`src/design/rwt_pkg.sv`:
```
package rwt_pkg;

  // ----------------------------------------------------------------
  // Register map
  // ----------------------------------------------------------------
  localparam logic [7:0] ADDR_WDOG     = 8'h09;
  localparam logic [7:0] ADDR_FLAGS    = 8'h0f;
  localparam logic [7:0] ADDR_CNT_VAL  = 8'h10;
  localparam logic [7:0] ADDR_CNT_CTRL = 8'h11;

  // ----------------------------------------------------------------
  // Field layout
  // ----------------------------------------------------------------
  localparam int WD_OSC_FAIL_IRQ_ENABLE_BIT   = 7;
  localparam int WD_MULT_MSB   = 6;
  localparam int WD_MULT_LSB   = 2;
  localparam int WD_RES_MSB    = 1;
  localparam int FLAG_WDF_BIT  = 7;
  localparam int FLAG_TF_BIT   = 3;
  localparam int CTRL_RUN_BIT  = 7;
  localparam int CTRL_PULSE_BIT = 6;
  localparam int CTRL_IE_BIT   = 5;
  localparam int CTRL_SEL_MSB  = 1;
  localparam logic [7:0] REG_RESET = 8'h00;
  localparam logic [2:0] CTRL_RSVD = 3'h0;

  // ----------------------------------------------------------------
  // Codes
  // ----------------------------------------------------------------
  typedef enum logic [1:0] {
    RWT_RES_16TH    = 2'h0,
    RWT_RES_QUARTER = 2'h1,
    RWT_RES_ONE     = 2'h2,
    RWT_RES_FOUR    = 2'h3
  } rwt_wd_res_t;

  typedef enum logic [1:0] {
    RWT_SRC_4096 = 2'h0,
    RWT_SRC_64   = 2'h1,
    RWT_SRC_1    = 2'h2,
    RWT_SRC_MIN  = 2'h3
  } rwt_cd_src_t;

  // ----------------------------------------------------------------
  // Divider chain taps, as prescaler bit counts (log2 of crystal cycles)
  // ----------------------------------------------------------------
  localparam int OSC_HZ      = 32768;
  localparam int PRESC_W     = 17;
  localparam int SH_4096     = 3;
  localparam int SH_128      = 8;
  localparam int SH_64       = 9;
  localparam int SH_16       = 11;
  localparam int SH_4        = 13;
  localparam int SH_1        = 15;
  localparam int SH_QUARTER  = 17;
  localparam int SEC_PER_MIN = 60;
  localparam logic [5:0] SEC_LAST = 6'(SEC_PER_MIN - 1);

  // Free-running low time: one source period at 4096 or 64 Hz, half of it for a reload of one; 1/64 s for the 1 Hz and per-minute sources.
  localparam int SLOW_LOW_HZ = 64;
  localparam logic [9:0] LOW_4096      = 10'(OSC_HZ / 4096);
  localparam logic [9:0] LOW_4096_HALF = 10'(OSC_HZ / 8192);
  localparam logic [9:0] LOW_64        = 10'(OSC_HZ / 64);
  localparam logic [9:0] LOW_64_HALF   = 10'(OSC_HZ / 128);
  localparam logic [9:0] LOW_SLOW      = 10'(OSC_HZ / SLOW_LOW_HZ);

endpackage : rwt_pkg

```
`src/design/rwt_timers.sv`:
```
`timescale 1ns/1ps
// Notes on behaviour
// Watchdog timeout is multiplier times resolution: 1/16, 1/4, 1 or 4 seconds.
// Watchdog register holds multiplier in D6..D2, resolution in D1..D0, other enable D7.
// Watchdog not restarted before timeout sets the watchdog timeout flag.
// Any watchdog register write restarts the timeout; host must write periodically.
// Watchdog timeout asserts the shared interrupt pin.
// Writing the watchdog register releases the pin and re-arms with the new value.
// Writing zero to the lower seven bits releases the pin and disables the watchdog.
// Flags read clears the watchdog flag but keeps the watchdog pin assertion.
// Power-up clears the watchdog register, so the watchdog starts disabled.
// Countdown source select: 4096 Hz, 64 Hz, 1 Hz or one per minute.
// Counter decrements to 1, then on the next tick reloads and sets the flag.
// Countdown register writes change only the reload value, not flag or pin.
// Countdown register reads return the live count.
// Level mode holds the pin low until a flags read clears the timer flag.
// Pulse mode: period n source cycles, low one cycle at 4096 or 64 Hz, low 1/64 s at 1 Hz or per minute.
// Pulse mode with reload one at 4096 or 64 Hz: low half a period.
// Pulse mode still sets the flag; clearing it does not touch the pin.
// The pulse starts in the same cycle in which the flag sets.
// Reload value zero stops the counter; otherwise it keeps counting while the run bit is set.
// Level mode pin follows flag and enable; re-enabling with flag set asserts again.
// Power-down clears the run bit; counting resumes from the held count.
// Flags read clears the timer flag and, in level mode, releases a timer-caused pin assertion.
// Host writes zero to reserved bits of flags and control registers.
// Host serial clock must be at least twice the timer source rate.
// All ticks come from one divider chain fed by the crystal.
module rwt_timers (
  // Clock, reset and enable
  input  wire logic       mclk,
  input  wire logic       rst_n,
  input  wire logic       ce,
  // Asynchronous pins
  input  wire logic       osc_clk,
  input  wire logic       vcc_fail,
  // Byte register port from the serial engine
  input  wire logic [7:0] reg_addr,
  input  wire logic       reg_wr,
  input  wire logic       reg_rd,
  input  wire logic [7:0] reg_wdata,
  output logic      [7:0] reg_rdata,
  // Open-drain interrupt pin, pulled low while high
  output logic            shared_interrupt_pin_oe
);
  import rwt_pkg::*;

  // ----------------------------------------------------------------
  // Pin synchronisers and crystal edge detect
  // ----------------------------------------------------------------
  logic osc_s1_q, osc_s2_q, osc_s3_q;
  logic vcc_s1_q, vcc_s2_q;
  wire  osc_rise = osc_s2_q & ~osc_s3_q;

  always_ff @(posedge mclk or negedge rst_n) begin
    if (!rst_n) begin
      osc_s1_q <= 1'b0;
      osc_s2_q <= 1'b0;
      osc_s3_q <= 1'b0;
      vcc_s1_q <= 1'b0;
      vcc_s2_q <= 1'b0;
    end else if (ce) begin
      osc_s1_q <= osc_clk;
      osc_s2_q <= osc_s1_q;
      osc_s3_q <= osc_s2_q;
      vcc_s1_q <= vcc_fail;
      vcc_s2_q <= vcc_s1_q;
    end
  end

  // ----------------------------------------------------------------
  // Divider chain
  // ----------------------------------------------------------------
  // one shared chain
  logic [PRESC_W-1:0] presc_q;
  logic [5:0]         sec_q;
  wire t4096 = osc_rise & (&presc_q[SH_4096-1:0]);
  wire t64   = osc_rise & (&presc_q[SH_64-1:0]);
  wire t16   = osc_rise & (&presc_q[SH_16-1:0]);
  wire t4    = osc_rise & (&presc_q[SH_4-1:0]);
  wire t1    = osc_rise & (&presc_q[SH_1-1:0]);
  wire tq    = osc_rise & (&presc_q[SH_QUARTER-1:0]);
  wire tmin  = t1 & (sec_q == SEC_LAST);

  always_ff @(posedge mclk or negedge rst_n) begin
    if (!rst_n) begin
      presc_q <= '0;
      sec_q   <= '0;
    end else if (ce) begin
      if (osc_rise) presc_q <= presc_q + PRESC_W'(1);
      if (tmin) sec_q <= '0;
      else if (t1) sec_q <= sec_q + 6'h01;
    end
  end

  // ----------------------------------------------------------------
  // Register decode
  // ----------------------------------------------------------------
  wire wr_wdog  = reg_wr & (reg_addr == ADDR_WDOG);
  wire wr_val   = reg_wr & (reg_addr == ADDR_CNT_VAL);
  wire wr_ctrl  = reg_wr & (reg_addr == ADDR_CNT_CTRL);
  wire rd_flags = reg_rd & (reg_addr == ADDR_FLAGS);

  // ----------------------------------------------------------------
  // Watchdog
  // ----------------------------------------------------------------
  logic       osc_fail_irq_enable_q, wd_live_q, wd_irq_q, wdf_q;
  logic [4:0] wd_mult_q, wd_cnt_q;
  logic [1:0] wd_res_q;
  logic       wd_tick, wd_expire;

  // resolution tap
  always_comb begin
    unique case (rwt_wd_res_t'(wd_res_q))
      RWT_RES_16TH:    wd_tick = t16;
      RWT_RES_QUARTER: wd_tick = t4;
      RWT_RES_ONE:     wd_tick = t1;
      RWT_RES_FOUR:    wd_tick = tq;
    endcase
  end

  // timeout detect
  assign wd_expire = wd_live_q & wd_tick & ~wr_wdog & ((wd_cnt_q + 5'h01) == wd_mult_q);

  // The pin flop takes the next watchdog request, so release and timeout reach the pin on the same edge as wd_irq_q.
  wire wd_irq_d = wr_wdog ? 1'b0 : (wd_expire | wd_irq_q);

  // A zero multiplier would mean a zero timeout, so it is treated as disabled.
  always_ff @(posedge mclk or negedge rst_n) begin
    if (!rst_n) begin
      // cleared at power-up
      osc_fail_irq_enable_q    <= REG_RESET[WD_OSC_FAIL_IRQ_ENABLE_BIT];
      wd_mult_q <= REG_RESET[WD_MULT_MSB:WD_MULT_LSB];
      wd_res_q  <= REG_RESET[WD_RES_MSB:0];
      wd_cnt_q  <= '0;
      wd_live_q <= 1'b0;
      wd_irq_q  <= 1'b0;
      wdf_q     <= 1'b0;
    end else if (ce) begin
      if (wr_wdog) begin
        // field split
        osc_fail_irq_enable_q    <= reg_wdata[WD_OSC_FAIL_IRQ_ENABLE_BIT];
        wd_mult_q <= reg_wdata[WD_MULT_MSB:WD_MULT_LSB];
        wd_res_q  <= reg_wdata[WD_RES_MSB:0];
        // restart on write
        wd_cnt_q  <= '0;
        // zero disables
        wd_live_q <= |reg_wdata[WD_MULT_MSB:WD_MULT_LSB];
        // write releases pin
        wd_irq_q  <= 1'b0;
      end else if (wd_expire) begin
        wd_live_q <= 1'b0;
        // pin on timeout
        wd_irq_q  <= 1'b1;
      end else if (wd_live_q && wd_tick) begin
        wd_cnt_q  <= wd_cnt_q + 5'h01;
      end
      // read clears flag, set wins
      if (wd_expire) wdf_q <= 1'b1;
      else if (rd_flags) wdf_q <= 1'b0;
    end
  end

  // ----------------------------------------------------------------
  // Countdown timer
  // ----------------------------------------------------------------
  logic [7:0] cd_reload_q, cd_count_q;
  logic       cd_run_q, cd_pm_q, cd_ie_q, tf_q;
  logic [1:0] cd_sel_q;
  logic [9:0] pulse_cnt_q;
  logic       cd_tick;
  logic [9:0] low_len;

  // source select
  always_comb begin
    unique case (rwt_cd_src_t'(cd_sel_q))
      RWT_SRC_4096: cd_tick = t4096;
      RWT_SRC_64:   cd_tick = t64;
      RWT_SRC_1:    cd_tick = t1;
      RWT_SRC_MIN:  cd_tick = tmin;
    endcase
  end

  // half low time
  wire reload_one = (cd_reload_q == 8'h01);
  always_comb begin
    unique case (rwt_cd_src_t'(cd_sel_q))
      RWT_SRC_4096: low_len = reload_one ? LOW_4096_HALF : LOW_4096;
      RWT_SRC_64:   low_len = reload_one ? LOW_64_HALF : LOW_64;
      RWT_SRC_1:    low_len = LOW_SLOW;
      RWT_SRC_MIN:  low_len = LOW_SLOW;
    endcase
  end

  // zero reload stops
  wire cd_active = cd_run_q & (cd_reload_q != 8'h00);
  wire cd_step   = cd_active & cd_tick;
  // reload at one
  wire cd_evt    = cd_step & (cd_count_q <= 8'h01);

  // Next-state values let the pin flop change on the same edge as the flag.
  logic       tf_d, ie_d, pm_d;
  logic [9:0] pulse_cnt_d;
  logic       pin_d;

  always_comb begin
    // read clears flag, set wins
    tf_d = cd_evt | (tf_q & ~rd_flags);
    // value write leaves flag
    ie_d = wr_ctrl ? reg_wdata[CTRL_IE_BIT] : cd_ie_q;
    pm_d = wr_ctrl ? reg_wdata[CTRL_PULSE_BIT] : cd_pm_q;
    pulse_cnt_d = pulse_cnt_q;
    // low then high
    if (cd_evt && cd_pm_q) pulse_cnt_d = low_len;
    else if (osc_rise && pulse_cnt_q != 10'h000) pulse_cnt_d = pulse_cnt_q - 10'h001;
    // flag ignored in pulse mode
    // level gated by enable
    pin_d = wd_irq_d | (pm_d ? (pulse_cnt_d != 10'h000) : (tf_d & ie_d));
  end

  always_ff @(posedge mclk or negedge rst_n) begin
    if (!rst_n) begin
      cd_reload_q <= REG_RESET;
      cd_count_q  <= REG_RESET;
      cd_run_q    <= REG_RESET[CTRL_RUN_BIT];
      cd_pm_q     <= REG_RESET[CTRL_PULSE_BIT];
      cd_ie_q     <= REG_RESET[CTRL_IE_BIT];
      cd_sel_q    <= REG_RESET[CTRL_SEL_MSB:0];
      tf_q        <= 1'b0;
      pulse_cnt_q <= '0;
    end else if (ce) begin
      // write sets reload only
      if (wr_val) cd_reload_q <= reg_wdata;
      // decrement and reload
      if (cd_evt) cd_count_q <= cd_reload_q;
      else if (cd_step) cd_count_q <= cd_count_q - 8'h01;
      // power-down stops, count held
      if (vcc_s2_q) cd_run_q <= 1'b0;
      else if (wr_ctrl) cd_run_q <= reg_wdata[CTRL_RUN_BIT];
      if (wr_ctrl) cd_sel_q <= reg_wdata[CTRL_SEL_MSB:0];
      cd_pm_q     <= pm_d;
      cd_ie_q     <= ie_d;
      tf_q        <= tf_d;
      pulse_cnt_q <= pulse_cnt_d;
    end
  end

  // ----------------------------------------------------------------
  // Interrupt pin
  // ----------------------------------------------------------------
  // level hold until read
  // pulse with flag
  always_ff @(posedge mclk or negedge rst_n) begin
    if (!rst_n) shared_interrupt_pin_oe <= 1'b0;
    else if (ce) shared_interrupt_pin_oe <= pin_d;
  end

  // ----------------------------------------------------------------
  // Read data
  // ----------------------------------------------------------------
  // live count readback
  logic [7:0] rd_mux;
  always_comb begin
    rd_mux = 8'h00;
    unique case (reg_addr)
      ADDR_WDOG:     rd_mux = {osc_fail_irq_enable_q, wd_mult_q, wd_res_q};
      ADDR_FLAGS: begin
        rd_mux[FLAG_WDF_BIT] = wdf_q;
        rd_mux[FLAG_TF_BIT]  = tf_q;
      end
      ADDR_CNT_VAL:  rd_mux = cd_count_q;
      ADDR_CNT_CTRL: rd_mux = {cd_run_q, cd_pm_q, cd_ie_q, CTRL_RSVD, cd_sel_q};
      default:       rd_mux = 8'h00;
    endcase
  end

  always_ff @(posedge mclk or negedge rst_n) begin
    if (!rst_n) reg_rdata <= 8'h00;
    else if (ce && reg_rd) reg_rdata <= rd_mux;
  end

  // ----------------------------------------------------------------
  // Assertions
  // ----------------------------------------------------------------
  property p_wd_timeout;
    @(posedge mclk) disable iff (!rst_n)
    (ce && wd_expire) |=> (wdf_q && wd_irq_q && !wd_live_q);
  endproperty
  a_wd_timeout: assert property (p_wd_timeout) else $error("watchdog timeout not flagged");

  property p_wd_write;
    @(posedge mclk) disable iff (!rst_n)
    (ce && wr_wdog) |=> (!wd_irq_q && wd_cnt_q == 5'h00 && wd_mult_q == $past(reg_wdata[6:2]));
  endproperty
  a_wd_write: assert property (p_wd_write) else $error("watchdog write did not re-arm");

  property p_wd_zero;
    @(posedge mclk) disable iff (!rst_n)
    (ce && wr_wdog && reg_wdata[6:0] == 7'h00) |=> (!wd_live_q ##1 !wd_irq_q);
  endproperty
  a_wd_zero: assert property (p_wd_zero) else $error("zero watchdog write did not disable");

  property p_wdf_read;
    @(posedge mclk) disable iff (!rst_n)
    (ce && rd_flags && !wd_expire && !wr_wdog && wd_irq_q) |=> (!wdf_q && wd_irq_q);
  endproperty
  a_wdf_read: assert property (p_wdf_read) else $error("flags read mishandled watchdog");

  property p_cd_reload;
    @(posedge mclk) disable iff (!rst_n)
    (ce && cd_evt && !wr_val) |=> (cd_count_q == cd_reload_q && tf_q);
  endproperty
  a_cd_reload: assert property (p_cd_reload) else $error("countdown reload missed");

  property p_cd_dec;
    @(posedge mclk) disable iff (!rst_n)
    (ce && cd_step && cd_count_q > 8'h01) |=> (cd_count_q == $past(cd_count_q) - 8'h01);
  endproperty
  a_cd_dec: assert property (p_cd_dec) else $error("countdown did not decrement");

  property p_cd_stop;
    @(posedge mclk) disable iff (!rst_n)
    (cd_reload_q == 8'h00 && !wr_val) |=> $stable(cd_count_q);
  endproperty
  a_cd_stop: assert property (p_cd_stop) else $error("countdown ran with zero reload");

  property p_tf_read;
    @(posedge mclk) disable iff (!rst_n)
    (ce && rd_flags && !cd_evt) |=> !tf_q;
  endproperty
  a_tf_read: assert property (p_tf_read) else $error("flags read left timer flag");

  property p_val_write;
    @(posedge mclk) disable iff (!rst_n)
    (ce && wr_val && !rd_flags && !cd_evt) |=> (tf_q == $past(tf_q));
  endproperty
  a_val_write: assert property (p_val_write) else $error("value write changed flag");

  property p_pulse_start;
    @(posedge mclk) disable iff (!rst_n)
    (ce && cd_evt && cd_pm_q && !wr_ctrl) |=> (tf_q && shared_interrupt_pin_oe);
  endproperty
  a_pulse_start: assert property (p_pulse_start) else $error("pulse not with flag");

  property p_level_pin;
    @(posedge mclk) disable iff (!rst_n)
    (!cd_pm_q && !wd_irq_q) |-> (shared_interrupt_pin_oe == (tf_q && cd_ie_q));
  endproperty
  a_level_pin: assert property (p_level_pin) else $error("level pin wrong");

  property p_power_down;
    @(posedge mclk) disable iff (!rst_n)
    (ce && vcc_s2_q) |=> (!cd_run_q ##1 $stable(cd_count_q));
  endproperty
  a_power_down: assert property (p_power_down) else $error("power-down kept timer");

  property p_wd_pin;
    @(posedge mclk) disable iff (!rst_n)
    (ce && wd_expire) |=> shared_interrupt_pin_oe;
  endproperty
  a_wd_pin: assert property (p_wd_pin) else $error("watchdog timeout left pin free");

  property p_rd_count;
    @(posedge mclk) disable iff (!rst_n)
    (ce && reg_rd && reg_addr == ADDR_CNT_VAL) |=> (reg_rdata == $past(cd_count_q));
  endproperty
  a_rd_count: assert property (p_rd_count) else $error("count read not live");

  property p_pulse_half;
    @(posedge mclk) disable iff (!rst_n)
    (ce && cd_evt && cd_pm_q && cd_sel_q == RWT_SRC_4096 && reload_one)
      |=> (pulse_cnt_q == LOW_4096_HALF);
  endproperty
  a_pulse_half: assert property (p_pulse_half) else $error("reload one pulse not half");

  property p_pulse_free;
    @(posedge mclk) disable iff (!rst_n)
    (cd_pm_q && !wd_irq_q) |-> (shared_interrupt_pin_oe == (pulse_cnt_q != 10'h000));
  endproperty
  a_pulse_free: assert property (p_pulse_free) else $error("pulse pin followed flag");

endmodule : rwt_timers

```
`config.mk`:
```
export PLATFORM = sky130hd
export DESIGN_NAME = rwt_timers
export DESIGN_NICKNAME = d
export VERILOG_FILES = /design/src/design/rwt_pkg.sv /design/src/design/rwt_timers.sv
export SDC_FILE = /design/constraint.sdc
export NUM_CORES = 1
export LEC_CHECK = 0
export BUFFER_PORTS_ARGS = -buffer_cell sky130_fd_sc_hd__clkbuf_2
export CAP_MARGIN = 20
export CORE_MARGIN = 2
export CORE_UTILIZATION = 45
export CTS_BUF_LIST = sky130_fd_sc_hd__clkbuf_8 sky130_fd_sc_hd__clkbuf_16
export DETAILED_ROUTE_END_ITERATION = 6
export GPL_ROUTABILITY_DRIVEN = 0
export GPL_TIMING_DRIVEN = 1
export SLEW_MARGIN = 20
export SYNTH_ARGS = -nofsm -noshare
export SYNTH_HDL_FRONTEND = slang
export SYNTH_SLANG_ARGS = --single-unit
export TNS_END_PERCENT = 100
```
`constraint.sdc`:
```
create_clock -name mclk -period 3.31 [get_ports mclk]
set_input_delay 0.331 -clock mclk [delete_from_list [all_inputs] [get_ports mclk]]
set_output_delay 0.331 -clock mclk [all_outputs]
set_load 0.02 [all_outputs]
```
* After elaboration in Yosys (flattened, before gate mapping) *
Index checks and enable logic that the tools add are counted.

storage, ports and cells
  bits of input ports = 23
  word-level logic and storage cells = 133
  flip-flop bits (word level) = 85

operators by class
  equal/unequal tests = 14
  $add $sub $neg = 5
  reductions and logical operators = 33
  bitwise logic cells = 26
  magnitude comparators = 1
  muxes and demuxes = 30

operators by type and width
  kind                   number
  $mux 10                3
  $pmux 10 s3            1
  $and 1x1->1            20
  $reduce_bool 10->1     2
  $pmux 3 s3             2
  $reduce_and 2->1       9
  $add 17x1->17 const B  1
  $reduce_and 17->1      1
  $eq 8x4->1 const B     2
  $eq 8x5->1 const B     2
  $mux 8                 2
  $mux 5                 3
  $reduce_and 15->1      1
  $reduce_and 13->1      1
  $mux 1                 12
  $mux 6                 2
  $pmux 1 s4             3
  $reduce_bool 2->1      6
  $reduce_and 11->1      1
  $sub 10x1->10 const B  1
  $reduce_and 9->1       1
  $eq 2x2->1 const B     4
  $eq 8x1->1 const B     1
  $le 8x1->1 const B     1
  17 further kinds       27

* Logic depth before layout (Yosys ltp) *
Gate-level depths: netlist (run 1).

  word-level depth = 12
  gate-level depth with buffers = 12

* Worst setup path after synthesis (run 1) *
OpenSTA, ideal clock, no wires.

  kind = register -> register
  start = register presc_q[0]
  end = register cd_count_q[0]
  cell stages (with the launch flop) = 12
  data required time = 3190 ps
  arrival time = 2308 ps
  path buffers = 1
  period minus slack after synthesis = 2428 ps
  setup slack = 882 ps
  path through = dfrtp_1 ha_1 nand3_1 nor2_1 ha_1 mux2_2 o211ai_1 nor2_1 and3_1 clkbuf_1 mux2_2 a31o_2

between the ends
  longest elaborated chain between the ends = 8
  elaborated cells on any way between the ends = 13
  classes of those cells = mux: 2; bitwise: 6; reduce/logical: 5

RTL lines
  what                                RTL line           RTL
  from (decl)                         rwt_timers.sv:74   logic [PRESC_W-1:0] presc_q;
  from (signal assigned)              rwt_timers.sv:89   if (osc_rise) presc_q <= presc_q + PRESC_W'(1);
  $reduce_and 15->1                   rwt_timers.sv:80   wire t1 = osc_rise & (&presc_q[SH_1-1:0]);
  $and 1x1->1                         rwt_timers.sv:80
  $and 1x1->1                         rwt_timers.sv:82   wire tmin = t1 & (sec_q == SEC_LAST);
  $pmux 1 s4 *                        rwt_timers.sv:175  unique case (rwt_cd_src_t'(cd_sel_q))
  $and 1x1->1 *                       rwt_timers.sv:196  wire cd_step = cd_active & cd_tick;
  $and 1x1->1                         rwt_timers.sv:198  wire cd_evt = cd_step & (cd_count_q <= 8'h01);
  $reduce_bool 2->1 (no source line)  --
  $reduce_and 2->1 (no source line)   --
  to (signal assigned)                rwt_timers.sv:234  if (cd_evt) cd_count_q <= cd_reload_q;
  to (signal assigned)                rwt_timers.sv:235  else if (cd_step) cd_count_q <= cd_count_q - 8'h01;
  to (decl)                           rwt_timers.sv:166  logic [7:0] cd_reload_q, cd_count_q;

Every way passes the cells marked *; elsewhere a longest branch is shown, timed or not.
A chain may end at the register's enable or synchronous reset.

* Worst setup path in the final report (run 1) *
  start = register presc_q[0]
  end = register wd_live_q

between the ends
  longest elaborated chain between the ends = 8
  elaborated cells on any way between the ends = 14
  classes of those cells = mux: 1; bitwise: 7; reduce/logical: 6

RTL lines
  what                                       RTL line           RTL
  $reduce_and 17->1 (tied with other cells)  rwt_timers.sv:81   wire tq = osc_rise & (&presc_q[SH_QUARTER-1:0]);
  $and 1x1->1 (on tied branches)             --
  $pmux 1 s4 *                               rwt_timers.sv:113  unique case (rwt_wd_res_t'(wd_res_q))
  $and 1x1->1 * (3 in a row)                 rwt_timers.sv:122  assign wd_expire = wd_live_q & wd_tick & ~wr_wdog & ((wd_cnt_q + 5'h01) == wd_mult_q);
  $reduce_bool 2->1 (no source line) *       --
  $reduce_and 2->1 (no source line) *        --
  to (signal assigned)                       rwt_timers.sv:147  wd_live_q <= |reg_wdata[WD_MULT_MSB:WD_MULT_LSB];
  to (decl)                                  rwt_timers.sv:106  logic osc_fail_irq_enable_q, wd_live_q, wd_irq_q, wdf_q;

Marked as above.

==> run summary, run 1 <==
Async set or reset register ratio after synthesis: 1.000. The via count normalized by instance count came out at 5.788. The clock reaches the later pin of the worst-skew pair after 0.37 ns. The share of the synthesized area in the top cell type is 0.4656. For flop-to-flop paths, the worst setup slack is 0.46 ns. Entering global routing, the biggest net connects 39 pins.

Pin placement for this block handled 32 I/O pins. Each instance of the synthesized netlist takes up on average 9.931 µm². The area overhead of the layout relative to synthesis is 10.87%, and the total number of clock tree sinks is 85.

The first global-routing pass estimated 17.95 mm of wire. The fraction of layout cells with a size suffix above 1 works out to 0.1798. The max-cap check violation count is 0.

The run gives 0.4656 as the sequential area share after synthesis. The sum of net half-perimeters after detailed placement was 7.921 mm. In this run, synthesis inferred 0 flip-flops with an integrated enable.

Synthesis inferred 85 register bits. The final route contains 3635 vias. Number of remaining DRC errors: 0. The share of the clock period used by the worst path after layout is 0.8597, and the vertical die dimension is 104.8 µm. The clock tree synthesis step divided the H-tree into 3 levels.

Setup violations remaining at the end of the flow were counted as 0. The largest total area in the synthesized netlist belongs to sky130_fd_sc_hd__dfrtp_1. Source of the worst register-to-register timing path: presc_q[0]$_DFFE_PN0P_.

The core area is 9819 µm². The clock passes through at most 2 buffers. The maximum operating frequency was 0.3514 GHz. For the max-slew violation total from the final report, the log shows 0.

Once the clock tree was built, the resizer swapped 0 gates to a different size. The die area was 10970 µm²; the critical-path maximum fanout was 7. The run gives 9 as the number of buffers created by CTS. Setup repair after global routing left no endpoint under its margin. The tools report the net total in the final layout as 524. Average wire per standard cell: 17.05 µm. Walking the worst path, the cells encountered are ha_1 -> nand3_1 -> nor4_2 -> and2_1 -> ha_1 -> and4_1 -> a41o_1 -> nor4b_1 -> o22ai_1.

The arrival time of the worst setup path was 3.08 ns. For the effective utilization at floorplan, the log shows 0.4652. sky130_fd_sc_hd__dfrtp_1 is the most common cell in the netlist. By startpoint and endpoint, the worst setup path is classified as flop to flop. Clock-pin slew was measured on the worst setup and hold paths at 0.09 ns. The element type at the critical path start was a flop. On the worst path, the slowest cell contributes a delay of 0.53 ns. The cell leakage power is 2.339 nW. The number of port buffers was 31; the total negative setup slack was 0 ns. The largest vdd supply drop was 198.0 µV; the logic depth of the worst register-to-register path was 9.

The most common flop cell mapped by yosys was sky130_fd_sc_hd__dfrtp_1. The synthesized netlist occupies a cell area of 4568 µm². The initialized floorplan defines 36 standard-cell rows. Clock root buffer: sky130_fd_sc_hd__clkbuf_8. The time the worst path needs with I/O delays and setup was 2.846 ns; the worst-case headroom to the max-slew limit was 0.5485. The worst hold path was traced through 2 stages. Ranked by total cell area, the synthesized netlist is headed by sky130_fd_sc_hd__dfrtp_1, sky130_fd_sc_hd__mux2_2, sky130_fd_sc_hd__nand2_1.

The number of antenna violations at the first check in global routing is 0. In this run the critical register-to-register path is captured at wd_live_q$_DFFE_PN0P_. The logs give 3501 for the via count of the first global-routing pass and 0.5158 for the fraction of the core area covered by cells at the end of the flow. Path type of the worst min-delay path: primary input to flop. The die is 104.8 µm wide. The worst hold path begins at osc_clk.

For hold timing, the worst endpoint is osc_s1_q$_DFFE_PN0P_. The final count of hold timing violations was 0; the overall routed net length was 10.71 mm. The pre-antenna-repair detailed-routing pass consisted of 5 iterations. The number of nets with antenna violations after routing is 0, and the pin slew with the least headroom to its limit is 0.6678 ns. Synthesis produced a netlist with a net count of 492.

The total overflow left after global routing is 0. Between clock sinks in the finished design, the worst skew comes to 0.01475 ns. TritonCTS built the clock tree. The flow ran to the end, and the final reports show no timing, DRC or antenna violations. Yosys printed 0 warnings.

The DRC marker count from the first detailed-route iteration was 207; the data required time of the critical path was 3.54 ns. The number of antenna diodes in the final layout is 0. The cell area power density works out to 484.2 nW/µm². The run gives 0.2072 as the overall fraction of global-route tracks in use. The commonest cells after synthesis are sky130_fd_sc_hd__dfrtp_1, sky130_fd_sc_hd__nand2_1, sky130_fd_sc_hd__o21ai_0. The netlist uses 65 different library cells. The cell with the largest stage delay on the worst path is sky130_fd_sc_hd__nor4b_1. Cell type with the highest occurrence count on the critical path: sky130_fd_sc_hd__ha_1.

The cell count after synthesis was 460. The worst setup path is captured at a flop.
-- cells by family (layout without fill, tap and decap cells) --
logic type	Yosys count	after routing	synth area share
simple gates	168	168	0.1947
mux	36	36	0.08655
flops	85	85	0.4656
xor+xnor	21	21	0.04026
compound gates	108	108	0.1583
buf+inv	33	68	0.02985
fa+ha+maj	9	9	0.02465
-- layer usage --
layer	share of wire	routed length (µm)	vias up	GRT usage
li1	-	-	1756	-
met1	0.50	5344	1793	0.2977
met2	0.45	4804	70	0.3080
met3	0.035	380	16	0.04180
met4	0.017	181	0	0.08095
met5	0	0	-	0
-- cells in the final DEF, fill, tap and decap left out, types with 3 or more instances in the layout --
master                     synthesis  routed
sky130_fd_sc_hd__o211ai_1          3       3
sky130_fd_sc_hd__nand3_1          17      17
sky130_fd_sc_hd__nand2_1          50      50
sky130_fd_sc_hd__ha_1              9       9
sky130_fd_sc_hd__dfrtp_1          85      85
sky130_fd_sc_hd__o21ai_0          36      36
sky130_fd_sc_hd__nor2b_1           3       3
sky130_fd_sc_hd__buf_4             2       5
sky130_fd_sc_hd__xor2_1            9       9
sky130_fd_sc_hd__a211o_1           3       3
sky130_fd_sc_hd__a31oi_1           6       6
sky130_fd_sc_hd__and2_1            3       3
sky130_fd_sc_hd__inv_1            18      18
sky130_fd_sc_hd__a21oi_1          14      14
sky130_fd_sc_hd__o22ai_1           3       3
sky130_fd_sc_hd__nor3_1           13      13
sky130_fd_sc_hd__nand3b_1          4       4
sky130_fd_sc_hd__mux2_2           28      28
sky130_fd_sc_hd__nor4_1            5       5
sky130_fd_sc_hd__nor2_1           32      32
sky130_fd_sc_hd__nand4_1           6       6
sky130_fd_sc_hd__xnor2_1          12      12
sky130_fd_sc_hd__a21bo_2           3       3
sky130_fd_sc_hd__and3_1            4       4
sky130_fd_sc_hd__mux2i_1           8       8
sky130_fd_sc_hd__o31ai_1           6       6
sky130_fd_sc_hd__or4_1             5       5
sky130_fd_sc_hd__o21a_1            3       3
sky130_fd_sc_hd__or3_1             6       6
sky130_fd_sc_hd__and4_1            4       4
sky130_fd_sc_hd__clkbuf_8          0       9
sky130_fd_sc_hd__a22o_1            3       3
sky130_fd_sc_hd__clkbuf_2          0      30
sky130_fd_sc_hd__a22oi_1           5       5
-- state kept, by name, summed over array words and instances (netlist names), 2 cells and up --
register,cells
presc_q,17
pulse_cnt_q,10
cd_count_q,8
cd_reload_q,8
reg_rdata,8
sec_q,6
wd_cnt_q,5
wd_mult_q,5
cd_sel_q,2
wd_res_q,2
-- per-stage QoR --
stage | setup slack (ns) | cells | total power, W | hold WS (ns) | instance area (µm²)
2_1_floorplan | 0.8823 | 460 | 0.001541 | 0.03541 | 4568
3_3_place_gp | 0.5437 | 613 | 0.001674 | 0.3308 | 4853
3_5_place_dp | 0.4800 | 613 | 0.001679 | 0.3323 | 4853
4_1_cts | 0.4694 | 628 | 0.002466 | 0.1813 | 5065
5_1_grt | 0.2067 | 628 | 0.002583 | 0.1870 | 5065
6_report | 0.4643 | 628 | 0.002452 | 0.1916 | 5065
-- what timing repair did --
action	CTS	global route
hold endpoints to repair	36	0
setup buffers	0	0
hold buffers	1	0
-- layout make-up --
| class | count | area, µm² |
|---|---|---|
| fillers | 950 | 4755 |
| clock buffers | 9 | 123.9 |
| well taps | 133 | 166.4 |
| multi-input cells | 342 | 2305 |
| repair buffers | 36 | 197.7 |
| inverters | 18 | 67.56 |
| clock inverters | 5 | 77.57 |
| flip-flops and latches | 85 | 2127 |
-- how the worst max path moves through the flow --
stage	start	to	slack (ns)	depth (start not counted)
5_1_grt	presc_q[0]$_DFFE_PN0P_	wd_live_q$_DFFE_PN0P_	0.21	9
3_5_place_dp	presc_q[0]$_DFFE_PN0P_	wd_live_q$_DFFE_PN0P_	0.48	9
6_report	presc_q[0]$_DFFE_PN0P_	wd_live_q$_DFFE_PN0P_	0.46	9
2_1_floorplan	presc_q[0]$_DFFE_PN0P_	cd_count_q[0]$_DFFE_PN0P_	0.88	11
3_3_place_gp	presc_q[0]$_DFFE_PN0P_	wd_live_q$_DFFE_PN0P_	0.54	9
4_1_cts	presc_q[0]$_DFFE_PN0P_	wd_live_q$_DFFE_PN0P_	0.47	9
-- power by group --
| part | switching (W) | internal, W |
|---|---|---|
| combinational | 0.000228 | 0.000176 |
| clock | 0.000374 | 0.000414 |
| sequential | 0.000124 | 0.00114 |
-- critical path, delay by kind of cell (launching register included) --
family	cells	cell delay, ns
AO/OA/AOI/OAI	2	0.46
AND/OR/NAND/NOR	5	1.54
flip-flops	1	0.39
adder cells (fa/ha/maj)	2	0.32
(Power assumes the default switching activity.)
==> run 2: changes to the inputs <==
==> constraint.sdc (replaced) <==
create_clock -name mclk -period 3.31 [get_ports mclk]
set_input_delay 0.1655 -clock mclk [delete_from_list [all_inputs] [get_ports mclk]]
set_output_delay 0.1655 -clock mclk [all_outputs]
set_load 0.1 [all_outputs]
==> run summary, run 2 (synthesis results as in run 1) <==
The run finished with clean final reports. CTS saw 85 sinks. Port buffering added 31 buffers.

The worst register-to-register path begins at presc_q[0]$_DFFE_PN0P_. The number of flip-flops in the largest register is 17, and the maximum operating frequency is 0.3523 GHz. The total power consumption of the routed design was 0.002537 W; the max-cap check violation count was 0. The tools report the count of TritonRoute iterations in the first routing pass as 5. Endpoint class of the critical path: a flop.

After detailed routing, the number of remaining DRC violations is 0. At the worst endpoint, the required time is 3.56 ns. Ranked by flip-flop count, first place goes to presc_q. Summed over all cells, the static leakage comes to 2.351 nW. Worst-case headroom to the max-slew limit: 0.3696. The area used by multi-input combinational logic is 2305 µm², and the share of the clock period used by the worst path after layout is 0.8575. Setup violations remaining at the end of the flow were counted as 0.

The effective utilization at floorplan came out at 0.4652. The logs give 74 for the maximum number of pins on one net before global-route repair and 0 for the number of nets with antenna violations after routing. The critical path crosses 10 cells after its start point. Setup total negative slack on the finished layout was measured at 0 ns. The clock-pin transition on the worst setup and hold timing paths is 0.09 ns. For the worst setup path, the data arrival time is 3.09 ns. The path class of the tightest hold or removal check is primary input to flop.

The tools report the insertion delay of the later-clocked pin in the worst-skew pair as 0.36 ns. The endpoint of the most critical setup path was cd_count_q[0]$_DFFE_PN0P_. The worst clock skew was 0.01210 ns. The top cell types in the final layout, fill and taps aside, are sky130_fd_sc_hd__dfrtp_1, sky130_fd_sc_hd__nand2_1, sky130_fd_sc_hd__o21ai_0, sky130_fd_sc_hd__nor2_1, sky130_fd_sc_hd__clkbuf_2. The register-to-register setup slack was 0.47 ns; the sum of net half-perimeters after detailed placement was 7.679 mm.

The via count normalized by instance count was 5.777; the area overhead of the layout relative to synthesis was 11.31%. The H-tree generated during clock tree synthesis spans 3 levels. Among cell families on the critical path, the largest total delay comes from simple AND/OR/NAND/NOR gates. Setup repair after global routing left no endpoint under its margin.

TritonCTS built the clock tree. The logs give 3628 for the total via count after detailed routing and 32 for the total I/O pin count. In this run, CTS created clock tree buffers numbering 9.

The sequential cells in the finished layout cover a total of 2127 µm². The most common cell after layout, fill and taps aside is sky130_fd_sc_hd__dfrtp_1. The deepest clock path buffer count was 2.

The largest registers in the layout are presc_q: 17 flops, pulse_cnt_q: 10 flops. Capture point of the worst reg-to-reg path: cd_count_q[0]$_DFFE_PN0P_. The run gives 0.2064 as the overall fraction of global-route tracks in use. The number of filler instances in the final layout was 941; the DRC marker count from the first detailed-route iteration was 246. The fraction of layout cells with a size suffix above 1 is 0.1758. The tools report the global-route wire length before repair as 17.90 mm. The kind of critical path was flop to flop.

The final layout contains routed wiring with a total length of 10.60 mm. The core region is 9819 µm². Together, buffers and inverters on the worst path number 0. The horizontal extent of the die is 104.8 µm. Power spread over the standard cell area amounts to 499.0 nW/µm². The total overflow left after global routing is 0. Count of antenna diodes in the layout: 0. The net total in the final layout was 523. At the pin with the least slew margin, the transition time is 0.9456 ns. Walking the worst path, the cells encountered are ha_1 -> nand3_1 -> nor2_1 -> ha_1 -> mux2_2 -> o211ai_1 -> nor2_1 -> and3_1 -> mux2_2 -> a31o_2. The delay of the slowest critical-path stage was 0.52 ns. Among all stages on the critical path, the largest delay is contributed by sky130_fd_sc_hd__and3_1. The timing startpoint of the critical path is presc_q[0]$_DFFE_PN0P_. VDD sags by at most 181.7 µV. The worst setup path is launched from a flop. The logic depth of the worst register-to-register path was 10; the average wire per standard cell was 16.89 µm.

The number of antenna violations at the first check in global routing came out at 0. For the max-slew violation total from the final report, the log shows 0. The vertical die dimension was 104.8 µm; the die area was 10970 µm².

Final count of hold timing violations: 0. The clock root buffer is sky130_fd_sc_hd__clkbuf_8. The floorplan has 36 rows. The time the worst path needs with I/O delays and setup was 2.838 ns; the critical-path maximum fanout was 15. The via count of the first global-routing pass came out at 3439.
-- run 2: cell count changes in the layout (fill, tap and decap cells not counted), sizes merged --
cell / previous run / this run
buf: 5 / 4
bufinv: 2 / 3
inv: 18 / 20
clkinv: 2 / 0
-- run 2: area by class of cell --
class,instances,area share
clock buffer,9,0.02436
timing repair buffer,35,0.03740
sequential,85,0.4183
tap,133,0.03273
inverter,18,0.01329
clock inverter,6,0.02067
multi-input combinational,342,0.4532
-- run 2: worst reg2reg max path, delay by kind of cell (launching register included) --
family / cells / cell delay, ns
flops: 1 / 0.39
mux: 2 / 0.53
simple gates: 4 / 1.18
compound gates: 2 / 0.28
fa+ha+maj: 2 / 0.34
-- run 2: worst min path at each step --
stage | from | to | slack, ns | depth (start not counted)
final | vcc_fail | vcc_s1_q$_DFFE_PN0P_ | 0.04 | 2
after global routing | osc_clk | osc_s1_q$_DFFE_PN0P_ | 0.04 | 2
after CTS | vcc_fail | vcc_s1_q$_DFFE_PN0P_ | 0.03 | 2
after detailed placement | rst_n | vcc_s1_q$_DFFE_PN0P_ | 0.37 | 1
after global placement | rst_n | vcc_s2_q$_DFFE_PN0P_ | 0.37 | 1
after floorplan | rst_n | cd_count_q[0]$_DFFE_PN0P_ | -0.13 | 0
-- run 2: through the flow --
stage	instances	cell area (µm²)	hold WS, ns	worst slack [ns]	utilization
5_1_grt	628	5085	0.03851	0.1653	0.5178
3_5_place_dp	612	4846	0.3741	0.4955	0.4935
6_report	628	5085	0.03770	0.4715	0.5178
2_1_floorplan	460	4568	-0.1301	0.8823	-
4_1_cts	628	5085	0.02931	0.4648	0.5178
3_3_place_gp	612	4846	0.3710	0.5695	0.4935
-- run 2: per-layer routing --
metal | up-vias | GRT usage | wire (µm)
met5 | - | 0 | 0
met4 | 0 | 0.05714 | 129
met3 | 12 | 0.02745 | 314
met2 | 71 | 0.3094 | 4664
met1 | 1781 | 0.3126 | 5496
li1 | 1764 | - | -
-- run 2: report_power, final --
part	leakage [nW]	switching [W]	internal (W)
Sequential	1.11	0.000122	0.00113
Combinational	1.13	0.000232	0.000176
Clock	0.118	0.000380	0.000492
-- run 2: timing repair --
action,in CTS,in global routing
resized for setup,0,0
hold buffers,1,0
setup buffers,0,0
hold endpoints to repair,37,0
